===== config.mk =====
export PLATFORM = sky130hd
export DESIGN_NAME = tsu_scan_ctrl
export DESIGN_NICKNAME = d
export VERILOG_FILES = /design/src/shared/tsu_pkg.sv /design/src/verilog/tsu_scan_ctrl.sv
export SDC_FILE = /design/constraint.sdc
export NUM_CORES = 1
export LEC_CHECK = 0
export BUFFER_PORTS_ARGS = -buffer_cell sky130_fd_sc_hd__buf_2
export CELL_PAD_IN_SITES_DETAIL_PLACEMENT = 1
export CELL_PAD_IN_SITES_GLOBAL_PLACEMENT = 1
export CORE_ASPECT_RATIO = 0.7
export CORE_MARGIN = 2
export CORE_UTILIZATION = 44
export CTS_CLUSTER_SIZE = 16
export DETAILED_ROUTE_END_ITERATION = 10
export PLACE_DENSITY_LB_ADDON = 0.1
export SLEW_MARGIN = 20
export SYNTH_ARGS = -nofsm -noshare
export SYNTH_HDL_FRONTEND = slang
export SYNTH_SLANG_ARGS = --single-unit

===== constraint.sdc =====
create_clock -name clock -period 5.85 [get_ports clock]
set_input_delay 0.585 -clock clock [delete_from_list [all_inputs] [get_ports clock]]
set_output_delay 0.585 -clock clock [all_outputs]
set_load 0.005 [all_outputs]

===== src/shared/tsu_pkg.sv =====
// Function
// - Capture reference tick count into 16-bit result
// - Count reference ticks across electrode charge cycles
// - Charge-discharge repetitions configurable up to 4096
// - Up to 16 channels; selected pin is connected
// - Interrupt only when enabled and DMA unselected
// - Scan starts by software or hardware trigger
// - Low power triggers accepted; wake on event
// - In stop modes run only with stop enable
// - Trigger scans channel from data register field
// - Run/wait: interrupt every completion when enabled; code does so only with bit 28 set and DMA off
// - End-of-scan flag holds until software acknowledges
// - Bit 31 flags result outside threshold window
// - Out-of-range only in capacitive sensing mode
// - Write one clears out-of-range flag; zero ignored
// - Control bits 30 and 29 read zero
// - Bit 28 selects interrupt source event
// - Registers at consecutive words from 4004_5000, reset zero
// - Mode field 27:24; upper bits nonzero mean noise
package tsu_pkg;

  // ----------------------------------------------------------------
  // Register map
  // ----------------------------------------------------------------
  localparam logic [31:0] TSU_GCS_ADDR  = 32'h4004_5000;
  localparam logic [31:0] TSU_DATA_ADDR = 32'h4004_5004;
  localparam logic [31:0] TSU_THR_ADDR  = 32'h4004_5008;
  localparam logic [31:0] TSU_CNT_ADDR  = 32'h4004_500C;
  localparam logic [31:0] TSU_REG_RESET = 32'h0000_0000;

  // ----------------------------------------------------------------
  // Field positions
  // ----------------------------------------------------------------
  localparam int TSU_OUTRG_BIT   = 31;
  localparam int TSU_SRC_BIT     = 28;
  localparam int TSU_MODE_LSB    = 24;
  localparam int TSU_ANALOG_LSB  = 16;
  localparam int TSU_EOS_BIT     = 15;
  localparam int TSU_MODEN_BIT   = 7;
  localparam int TSU_IRQEN_BIT   = 6;
  localparam int TSU_STOPEN_BIT  = 5;
  localparam int TSU_TRIGM_BIT   = 4;
  localparam int TSU_BUSY_BIT    = 3;
  localparam int TSU_CH_LSB      = 28;
  localparam int TSU_DMAEN_BIT   = 23;
  localparam int TSU_SWTRIG_BIT  = 22;
  localparam int TSU_THR_HI_LSB  = 16;
  localparam int TSU_MAX_CH      = 16;
  localparam int TSU_REP_W       = 12;
  localparam logic [1:0]  TSU_MODE_CAP_HI  = 2'h0;
  localparam logic [15:0] TSU_TICK_MAX     = 16'hFFFF;

  // ----------------------------------------------------------------
  // Types
  // ----------------------------------------------------------------
  typedef struct packed {
    logic       module_enable;
    logic       interrupt_enable;
    logic       stop_enable;
    logic       trigger_mode;
    logic       irq_src_sel;
    logic       dma_enable;
    logic [3:0] mode;
    logic [7:0] analog;
    logic [3:0] channel_select;
  } tsu_cfg_s;

  typedef enum logic {TSU_IDLE, TSU_SCAN} tsu_state_e;

endpackage


===== src/verilog/tsu_scan_ctrl.sv =====
// Chosen here: the address-and-strobe port.
`timescale 1ns/1ps
module tsu_scan_ctrl
  import tsu_pkg::*;
#(
  parameter int NUM_CH = TSU_MAX_CH
)(
  // Clock and reset
  input  wire logic              clock,
  input  wire logic              rst,
  // Register port
  input  wire logic [31:0]       addr,
  input  wire logic [31:0]       wdata,
  input  wire logic              wr,
  input  wire logic              rd,
  output logic      [31:0]       rdata,
  // Measurement front end
  input  wire logic              ref_tick,
  input  wire logic [NUM_CH-1:0] electrode_osc,
  input  wire logic              hw_trigger,
  input  wire logic              stop_mode,
  output logic      [NUM_CH-1:0] electrode_en,
  output logic                   scan_busy,
  // Events to the system
  output logic                   irq,
  output logic                   dma_req,
  output logic                   wakeup
);

  // ----------------------------------------------------------------
  // Elaboration check
  // ----------------------------------------------------------------
  if (NUM_CH < 1 || NUM_CH > TSU_MAX_CH) begin : g_bad_ch
    $error("NUM_CH must lie between 1 and 16");
  end

  // ----------------------------------------------------------------
  // State
  // ----------------------------------------------------------------
  tsu_state_e           state_r;
  tsu_state_e           state_nxt;
  tsu_cfg_s             cfg_r;
  tsu_cfg_s             cfg_nxt;
  logic [31:0]          thr_r;
  logic [TSU_REP_W-1:0] cnt_r;
  logic [TSU_REP_W-1:0] rep_cnt_r;
  logic [15:0]          tick_cnt_r;
  logic [15:0]          result_r;
  logic                 eos_flag_r;
  logic                 outrg_r;
  logic                 osc_prev_r;
  logic [31:0]          rdata_r;
  logic                 irq_r;
  logic                 dma_req_r;
  logic                 wakeup_r;

  // ----------------------------------------------------------------
  // Address decode
  // ----------------------------------------------------------------
  // Registers sit on consecutive words from the base
  wire sel_gcs  = (addr == TSU_GCS_ADDR);
  wire sel_data = (addr == TSU_DATA_ADDR);
  wire sel_thr  = (addr == TSU_THR_ADDR);
  wire sel_cnt  = (addr == TSU_CNT_ADDR);
  wire wr_gcs   = wr & sel_gcs;
  wire wr_data  = wr & sel_data;
  wire wr_thr   = wr & sel_thr;
  wire wr_cnt   = wr & sel_cnt;

  // ----------------------------------------------------------------
  // Trigger and scan qualification
  // ----------------------------------------------------------------
  // Stop modes block starts and abort a running scan unless stop enable is set
  wire allowed  = cfg_r.module_enable & (~stop_mode | cfg_r.stop_enable);
  wire sw_trig  = wr_data & wdata[TSU_SWTRIG_BIT];
  // Trigger source picked by the trigger mode bit
  wire trig_sel = cfg_r.trigger_mode ? hw_trigger : sw_trig;
  wire is_idle  = (state_r == TSU_IDLE);
  wire is_scan  = (state_r == TSU_SCAN);
  wire start    = is_idle & allowed & trig_sel;
  wire abort    = is_scan & ~allowed;

  // Selected electrode, zero-extended so an unbuilt channel never toggles
  wire [TSU_MAX_CH-1:0] osc_ext = TSU_MAX_CH'(electrode_osc);
  wire osc_sel  = osc_ext[cfg_r.channel_select];
  wire osc_edge = osc_sel & ~osc_prev_r;
  // A trigger may retarget the channel; prime the detector with the new pad
  wire osc_next_ch = osc_ext[cfg_nxt.channel_select];
  wire osc_prime   = start ? osc_next_ch : osc_sel;

  // Last repetition ends the scan; >= guards a count lowered mid-scan
  wire last_rep = osc_edge & (rep_cnt_r >= cnt_r);
  wire done     = is_scan & allowed & last_rep;

  // Reference ticks accumulate, saturating at 16 bits
  wire [15:0] tick_nxt = (ref_tick && tick_cnt_r != TSU_TICK_MAX) ?
                         tick_cnt_r + 16'h0001 : tick_cnt_r;

  // ----------------------------------------------------------------
  // Range check and flag events
  // ----------------------------------------------------------------
  wire [15:0] thr_lo   = thr_r[15:0];
  wire [15:0] thr_hi   = thr_r[TSU_THR_HI_LSB +: 16];
  // Window compare on the value just captured
  wire        oor      = (tick_nxt < thr_lo) | (tick_nxt > thr_hi);
  // Noise modes have nonzero upper mode bits and never flag
  wire        cap_mode = (cfg_r.mode[3:2] == TSU_MODE_CAP_HI);
  wire        outrg_set = done & oor & cap_mode;
  wire        eos_set   = done;
  wire        eos_clr   = wr_gcs & wdata[TSU_EOS_BIT];
  // Write one clears; a zero leaves the flag alone
  wire        outrg_clr = wr_gcs & wdata[TSU_OUTRG_BIT];
  // Interrupt source: out-of-range when clear, end-of-scan when set
  wire        src_flag  = cfg_r.irq_src_sel ? eos_flag_r : outrg_r;
  wire        src_event = cfg_r.irq_src_sel ? eos_set : outrg_set;

  // ----------------------------------------------------------------
  // Configuration next value
  // ----------------------------------------------------------------
  // Enables are sampled live; changing them mid-scan is software's fault
  always_comb begin
    cfg_nxt = cfg_r;
    if (wr_gcs) begin
      cfg_nxt.module_enable    = wdata[TSU_MODEN_BIT];
      cfg_nxt.interrupt_enable = wdata[TSU_IRQEN_BIT];
      cfg_nxt.stop_enable      = wdata[TSU_STOPEN_BIT];
      cfg_nxt.trigger_mode     = wdata[TSU_TRIGM_BIT];
      cfg_nxt.irq_src_sel      = wdata[TSU_SRC_BIT];
      cfg_nxt.mode             = wdata[TSU_MODE_LSB +: 4];
      cfg_nxt.analog           = wdata[TSU_ANALOG_LSB +: 8];
    end
    if (wr_data) begin
      cfg_nxt.channel_select   = wdata[TSU_CH_LSB +: 4];
      cfg_nxt.dma_enable       = wdata[TSU_DMAEN_BIT];
    end
  end

  // Scan sequencer
  always_comb begin
    state_nxt = state_r;
    unique case (state_r)
      TSU_IDLE: begin
        if (start) begin
          state_nxt = TSU_SCAN;
        end
      end
      TSU_SCAN: begin
        if (done || abort) begin
          state_nxt = TSU_IDLE;
        end
      end
    endcase
  end

  // ----------------------------------------------------------------
  // Registers
  // ----------------------------------------------------------------
  always_ff @(posedge clock or posedge rst) begin
    if (rst) begin
      state_r <= TSU_IDLE;
      cfg_r   <= tsu_cfg_s'(0);
      thr_r   <= TSU_REG_RESET;
      cnt_r   <= '0;
    end else begin
      state_r <= state_nxt;
      cfg_r   <= cfg_nxt;
      thr_r   <= wr_thr ? wdata : thr_r;
      cnt_r   <= wr_cnt ? wdata[TSU_REP_W-1:0] : cnt_r;
    end
  end

  // Counters restart on every scan start
  always_ff @(posedge clock or posedge rst) begin
    if (rst) begin
      rep_cnt_r  <= '0;
      tick_cnt_r <= '0;
      osc_prev_r <= 1'b0;
    end else begin
      osc_prev_r <= osc_prime;
      if (start) begin
        rep_cnt_r  <= '0;
        tick_cnt_r <= '0;
      end else if (is_scan) begin
        tick_cnt_r <= tick_nxt;
        rep_cnt_r  <= osc_edge ? rep_cnt_r + 1'b1 : rep_cnt_r;
      end
    end
  end

  // Result capture and sticky flags; a set beats a same-cycle clear
  always_ff @(posedge clock or posedge rst) begin
    if (rst) begin
      result_r   <= '0;
      eos_flag_r <= 1'b0;
      outrg_r    <= 1'b0;
    end else begin
      result_r   <= done ? tick_nxt : result_r;
      eos_flag_r <= eos_set | (eos_flag_r & ~eos_clr);
      outrg_r    <= outrg_set | (outrg_r & ~outrg_clr);
    end
  end

  // Event outputs: level interrupt, pulsed DMA and wake
  always_ff @(posedge clock or posedge rst) begin
    if (rst) begin
      irq_r     <= 1'b0;
      dma_req_r <= 1'b0;
      wakeup_r  <= 1'b0;
    end else begin
      irq_r     <= cfg_r.interrupt_enable & ~cfg_r.dma_enable & src_flag;
      dma_req_r <= done & cfg_r.dma_enable;
      wakeup_r  <= stop_mode & cfg_r.interrupt_enable & src_event;
    end
  end

  // ----------------------------------------------------------------
  // Read path
  // ----------------------------------------------------------------
  // Bits 30:29 are wired to zero, writes there are dropped
  wire [31:0] gcs_rd  = {outrg_r, 2'b00, cfg_r.irq_src_sel, cfg_r.mode, cfg_r.analog,
                         eos_flag_r, 7'h00, cfg_r.module_enable, cfg_r.interrupt_enable,
                         cfg_r.stop_enable, cfg_r.trigger_mode, is_scan, 3'h0};
  wire [31:0] data_rd = {cfg_r.channel_select, 4'h0, cfg_r.dma_enable, 7'h00, result_r};
  wire [31:0] cnt_rd  = {{(32-TSU_REP_W){1'b0}}, cnt_r};
  // Unmapped reads return zero
  wire [31:0] rd_mux  = sel_gcs  ? gcs_rd  :
                        sel_data ? data_rd :
                        sel_thr  ? thr_r   :
                        sel_cnt  ? cnt_rd  : 32'h0000_0000;

  // Read data stands in the cycle after the strobe only
  always_ff @(posedge clock or posedge rst) begin
    if (rst) begin
      rdata_r <= '0;
    end else begin
      rdata_r <= rd ? rd_mux : 32'h0000_0000;
    end
  end

  // ----------------------------------------------------------------
  // Outputs
  // ----------------------------------------------------------------
  // Only the selected pad is switched to the analog path
  for (genvar i = 0; i < NUM_CH; i++) begin : g_pad
    assign electrode_en[i] = is_scan & (cfg_r.channel_select == 4'(i));
  end

  assign rdata     = rdata_r;
  assign scan_busy = is_scan;
  assign irq       = irq_r;
  assign dma_req   = dma_req_r;
  assign wakeup    = wakeup_r;
endmodule


==> results of run 1 <==
power groups by stage:
stage / logic [mW] / clock network [mW] / registers, mW
after detailed placement: 0.100 / 0 / 1.05
after global routing: 0.111 / 1.22 / 1.03
final: 0.0995 / 1.16 / 1.03
after CTS: 0.101 / 1.17 / 1.03
after global placement: 0.0965 / 0 / 1.05
after floorplan: 0.0457 / 0 / 1.05
final timing paths:
path	from	slack (ps)	cells after the start	end
setup / recovery	tick_cnt_r[4]$_DFFE_PP0P_	1800	13	wakeup$_DFF_PP0_
min in group asynchronous	rst	370	2	thr_r[21]$_DFFE_PP0P_
max in group asynchronous	rst	4280	3	cnt_r[11]$_DFFE_PP0P_
setup reg to reg	tick_cnt_r[4]$_DFFE_PP0P_	1800	13	wakeup$_DFF_PP0_
hold reg to reg	cfg_r[8]$_DFFE_PP0P_	500	1	cfg_r[8]$_DFFE_PP0P_
hold / removal	wdata[20]	360	3	thr_r[20]$_DFFE_PP0P_
cell usage in the layout (no fill, tap or decap), drive strengths merged, types with 4 or more instances in the layout:
cell,instances
nand4,12
o211ai,4
a21o,10
and3,11
o21a,5
clkbuf,17
buf,143
a211oi,4
nor4,7
ha,45
nand3,14
nor2b,6
o21ai,73
xor2,10
nand2b,5
a22oi,12
mux2,40
dfrtp,149
a2111oi,4
mux2i,27
a21oi,20
nor2,63
nand2,109
nor3,11
inv,67
xnor2,14
mux4,8
registers in the layout, indices dropped and copies added (netlist names):
name	flops
rdata	32
osc_prev_r	1
thr_r	32
result_r	16
wakeup	1
eos_flag_r	1
rep_cnt_r	12
irq	1
outrg_r	1
dma_req	1
tick_cnt_r	16
cfg_r	22
cnt_r	12
scan_busy	1
per-stage QoR:
| step | utilization (%) | power, mW |
|---|---|---|
| final | 54.0 | 2.29 |
| after detailed placement | 50.4 | 1.15 |
| after global routing | 54.0 | 2.36 |
| after floorplan | - | 1.10 |
| after global placement | 50.4 | 1.15 |
| after CTS | 54.0 | 2.30 |
worst register-to-register path: cells and delay by family (launching register included):
kind / cells / cell delay [ps]
fa+ha+maj: 1 / 360
compound gates: 7 / 1620
xor+xnor: 1 / 290
simple gates: 4 / 1270
flops: 1 / 420
routing by layer:
metal  wire length, um  track usage [%]  vias to the layer above
li1                  -                -                     2985
met1             11400             38.2                     3227
met2             11200             44.5                      187
met3              1670             5.05                       10
met4               145             5.50                        0
met5                 0                0                        -
area by class of cell:
class                   instances  area (um2)
flip-flops and latches        149        3730
inverters                      58         223
well taps                     231         289
clock buffers                  17         425
multi-input cells             545        3760
fillers                      1966        7970
repair buffers                143         728
clock inverters                15         184
cells by family (layout without fill, tap and decap cells):
logic type / Yosys count / count (layout) / share of synthesized area [%]
adders and majority gates: 45 / 45 / 7.17
and+or+nand+nor: 253 / 253 / 14.8
xor gates and xnor gates: 24 / 24 / 2.68
DFF: 149 / 149 / 47.5
AOI/OAI and AO/OA: 148 / 148 / 11.6
buffers and inverters: 90 / 233 / 4.67
muxes: 75 / 75 / 11.6
==> flow_summary.json, run 1 <==
{
  "htreeDepth": 4,
  "yosys_warnings": 0,
  "place_congestion": 0.862,
  "drt_first_pass_iters": 4,
  "synth-seq-cells": 149,
  "worstPathCellList": "nand2_1 -> or3_4 -> nor4_1 -> xnor2_1 -> ha_1 -> a21o_1 -> a21o_1 -> a21oi_1 -> nor2_1 -> a2111oi_0 -> o21ai_0 -> o22a_1 -> a211oi_2",
  "avgViaCountPerCell": 5.53,
  "ios": 139,
  "die_w_um": 164,
  "max_freq_mhz": 247,
  "async_flop_share_pct": 100,
  "max_cap_violations": 0,
  "slowest_delay_ps": 690,
  "fin_tns_setup_ps": 0,
  "cp-start-kind": "flop",
  "grt_remaining_overflow": 0,
  "setup_slack_ps": 1800,
  "syn_area_um2": 7850,
  "internal_power_mw": 1.72,
  "path_class": "flop to flop",
  "cts_sinks": 149,
  "p_leak_nw": 4.93,
  "cts_tree": "built",
  "antenna_found_initial": 0,
  "worstPathMaxFanout": 5,
  "clkLatencyLatePin_ps": 440,
  "worst_pin_slew_ps": 1070,
  "grt_pass1_wl_mm": 38.4,
  "status": "complete, no violations",
  "slew_headroom_pct": 28.3,
  "pre_cts_slack_ps": 1490,
  "final_antenna_net_count": 0,
  "dieArea_um2": 18900,
  "crit_slowest_cell": "nor4_1",
  "yosysSeqAreaShare_pct": 47.5,
  "initial_utilization_pct": 45.3,
  "avgSynthCellArea_um2": 10.0,
  "rsz0062_at_grt": "no",
  "drive_gt1_share_pct": 22.9,
  "place_area_um2": 8730,
  "cp_top_family": "compound AO/OA/AOI/OAI gates",
  "synthToLayoutAreaGrowth_pct": 19.0,
  "cts_resized": 0,
  "syn-instance-count": 784,
  "setup_viol": 0,
  "whs_ps": 359,
  "p_per_area_nw_per_um2": 245,
  "nets": 1046,
  "synth.top_cell.area_share_pct": 47.5,
  "drc": 0,
  "period_minus_slack_ps": 4050,
  "slew_viol_final": 0,
  "synth_commonest_cells": "dfrtp_1, nand2_1, o21ai_0",
  "layoutNonFillerInstCount": 1158,
  "grt_max_degree": 108,
  "syn_nets": 916,
  "cts_buffers": 17,
  "vias": 6409,
  "drtIter0Drc": 369,
  "post_cts_buffers": 0,
  "hold_path.class": "input port to flop",
  "place_inst": 1126,
  "worstPathArrival_ps": 4390,
  "fin_skew_ps": 16.7,
  "power_frac_seq_pct": 45.1,
  "vdd.ir_drop.worst_v": 0.000136,
  "cp_num_buf_inv": 0,
  "wire_per_inst_um": 21.1,
  "critPathCaptureType": "flop",
  "floorplan.rows": 40,
  "antennaDiodeCount": 0,
  "grtUsageTotal_pct": 27.1,
  "hold_buffers": 0,
  "cts_root_buf": "clkbuf_16",
  "fin_crit_sh_pct": 69.2,
  "cp_common_cell": "a21o_1",
  "final_area_um2": 9340,
  "clk_pin_slew_ps": 70,
  "cts_buffer_depth": 2,
  "hold_viol_final": 0,
  "synth_area_leaders": "dfrtp_1, ha_1, nand2_1",
  "cp.required_ps": 6200,
  "p_clk_share_pct": 50.6,
  "ys.flop_type": "dfrtp_1",
  "dp_hpwl_mm": 18.3,
  "grt_pass1_vias": 6918,
  "synth_edf_count": 0,
  "routed_wl_mm": 24.4,
  "power_frac_comb_pct": 4.4,
  "synth_top_area_cell": "dfrtp_1",
  "port_buffers": 138,
  "yosysMostFrequentCell": "dfrtp_1",
  "synth_cell_types": 59,
  "fp.dieH_um": 116,
  "core_area_um2": 17300,
  "power.switching_mw": 0.568,
  "switching_share_pct": 24.9
}
Note: power is estimated with default switching activity, not from simulation.
==> inputs of run 2 (changes only) <==
==> constraint.sdc (replaced) <==
create_clock -name clock -period 3.97 [get_ports clock]
set_input_delay 0.397 -clock clock [delete_from_list [all_inputs] [get_ports clock]]
set_output_delay 0.397 -clock clock [all_outputs]
set_load 0.005 [all_outputs]
==> flow_summary.json, run 2 (synthesis gave the netlist of run 1 again) <==
{
  "status": "complete, no violations",
  "drc": 0,
  "ios": 139,
  "initial_utilization_pct": 45.3,
  "grt_pass1_vias": 6843,
  "drive_gt1_share_pct": 24.3,
  "final_cell_mix": "dfrtp_1, buf_2, nand2_1",
  "rsz0062_at_grt": "no",
  "cp_num_buf_inv": 1,
  "htreeDepth": 4,
  "worstPathMaxFanout": 5,
  "cts_sinks": 149,
  "cts_resized": 0,
  "grt_pass1_wl_mm": 38.5,
  "core_area_um2": 17300,
  "hold_path.class": "input port to asynchronous set/reset pin",
  "use_met1_pct": 39.6,
  "slowest_delay_ps": 420,
  "max_cap_violations": 0,
  "final_common_cell": "dfrtp_1",
  "final_antenna_net_count": 0,
  "floorplan.rows": 40,
  "cp.required_ps": 4320,
  "hold_buffers": 0,
  "hold_viol_final": 0,
  "fin_crit_sh_pct": 92.6,
  "p_leak_nw": 5.00,
  "die_w_um": 164,
  "dieArea_um2": 18900,
  "place_area_um2": 8880,
  "setup_viol": 0,
  "r2r_start": "tick_cnt_r[5]$_DFFE_PP0P_",
  "grt_max_degree": 78,
  "worst-path-stages": 15,
  "cp_common_cell": "a21o_1",
  "wire_per_inst_um": 20.8,
  "cts_root_buf": "clkbuf_16",
  "drt_first_pass_iters": 5,
  "reg2reg_slack_ps": 300,
  "antenna_found_initial": 1,
  "fillers": 1998,
  "grt_use_met2_pct": 42.2,
  "grtUsageTotal_pct": 27.1,
  "fin_tns_setup_ps": 0,
  "avgViaCountPerCell": 5.56,
  "max_freq_mhz": 272,
  "grt_remaining_overflow": 0,
  "grt-busiest-layer": "met2",
  "antennaDiodeCount": 0,
  "slew_viol_final": 0,
  "clkLatencyLatePin_ps": 430,
  "final_area_um2": 9460,
  "place_congestion": 0.859,
  "critPathCaptureType": "flop",
  "fin_skew_ps": 11.8,
  "routed_wl_mm": 24.5,
  "worstPathCellList": "nand2_1 -> or3_4 -> o31ai_4 -> nor4_1 -> buf_4 -> xnor2_1 -> ha_1 -> a21o_1 -> a21o_1 -> a21oi_1 -> nor2_1 -> a2111oi_0 -> o21ai_0 -> o22a_1 -> a211oi_2",
  "seqCellArea_um2": 3730,
  "p_per_area_nw_per_um2": 347,
  "vias": 6532,
  "path_class": "flop to flop",
  "cts_tree": "built",
  "grt_use_met3_pct": 4.90,
  "r2r-end": "wakeup$_DFF_PP0_",
  "cp-start-kind": "flop",
  "fp.dieH_um": 116,
  "synthToLayoutAreaGrowth_pct": 20.5,
  "worstPathArrival_ps": 4020,
  "crit_slowest_cell": "dfrtp_1",
  "crit_end": "wakeup$_DFF_PP0_",
  "startpoint": "tick_cnt_r[5]$_DFFE_PP0P_",
  "cts_buffers": 17,
  "cts_buffer_depth": 2,
  "vdd.ir_drop.worst_v": 0.000275,
  "slew_headroom_pct": 30.2,
  "worst_pin_slew_ps": 1050,
  "drtIter0Drc": 372,
  "post_cts_buffers": 0,
  "reg2reg_depth": 15,
  "dp_hpwl_mm": 18.6,
  "port_buffers": 138,
  "cp_top_family": "compound AO/OA/AOI/OAI gates",
  "multiInputGateArea_um2": 3760,
  "period_minus_slack_ps": 3670,
  "nets": 1063,
  "clk_pin_slew_ps": 70
}
## run 2: worst min-delay path by stage
| stage | from | end | cells after the start | slack (ps) |
|---|---|---|---|---|
| 2_1_floorplan | result_r[0]$_DFFE_PP0P_ | result_r[0]$_DFFE_PP0P_ | 2 | 450 |
| 3_3_place_gp | result_r[0]$_DFFE_PP0P_ | result_r[0]$_DFFE_PP0P_ | 2 | 470 |
| 3_5_place_dp | result_r[0]$_DFFE_PP0P_ | result_r[0]$_DFFE_PP0P_ | 2 | 480 |
| 4_1_cts | rst | cfg_r[9]$_DFFE_PP0P_ | 2 | 90 |
| 5_1_grt | rst | rdata[26]$_DFF_PP0_ | 2 | 130 |
| 6_report | rst | rdata[24]$_DFF_PP0_ | 2 | 90 |
## run 2: per-layer routing
layer | vias to the layer above | routed length (um)
li1 | 3015 | -
met1 | 3305 | 12000
met2 | 193 | 10800
met3 | 19 | 1420
met4 | 0 | 261
met5 | - | 0
## run 2: power breakdown
part,total (mW),switching (mW),internal (mW)
clock,1.61,0.714,0.898
combinational,0.150,0.0923,0.0575
sequential,1.52,0.000133,1.52
total,3.28,0.807,2.47
## run 2: per-stage QoR
stage                     total power [mW]  utilization [%]  hold slack, ps  setup slack, ps  cells
final                                 3.28             54.6            91.1              295   1175
after global routing                  3.38             54.6             133             47.0   1175
after CTS                             3.31             54.6            90.7              314   1175
after detailed placement              1.70             51.3             477              333   1143
after global placement                1.69             51.3             465              388   1143
after floorplan                       1.62                -             450              631    784
## run 2: cell type report
type / instances / area share [%]
clock inverter: 14 / 1.47
timing repair buffer: 160 / 9.31
inverter: 58 / 2.34
multi-input combinational: 545 / 39.8
sequential: 149 / 39.4
tap: 231 / 3.05
clock buffer: 18 / 4.64
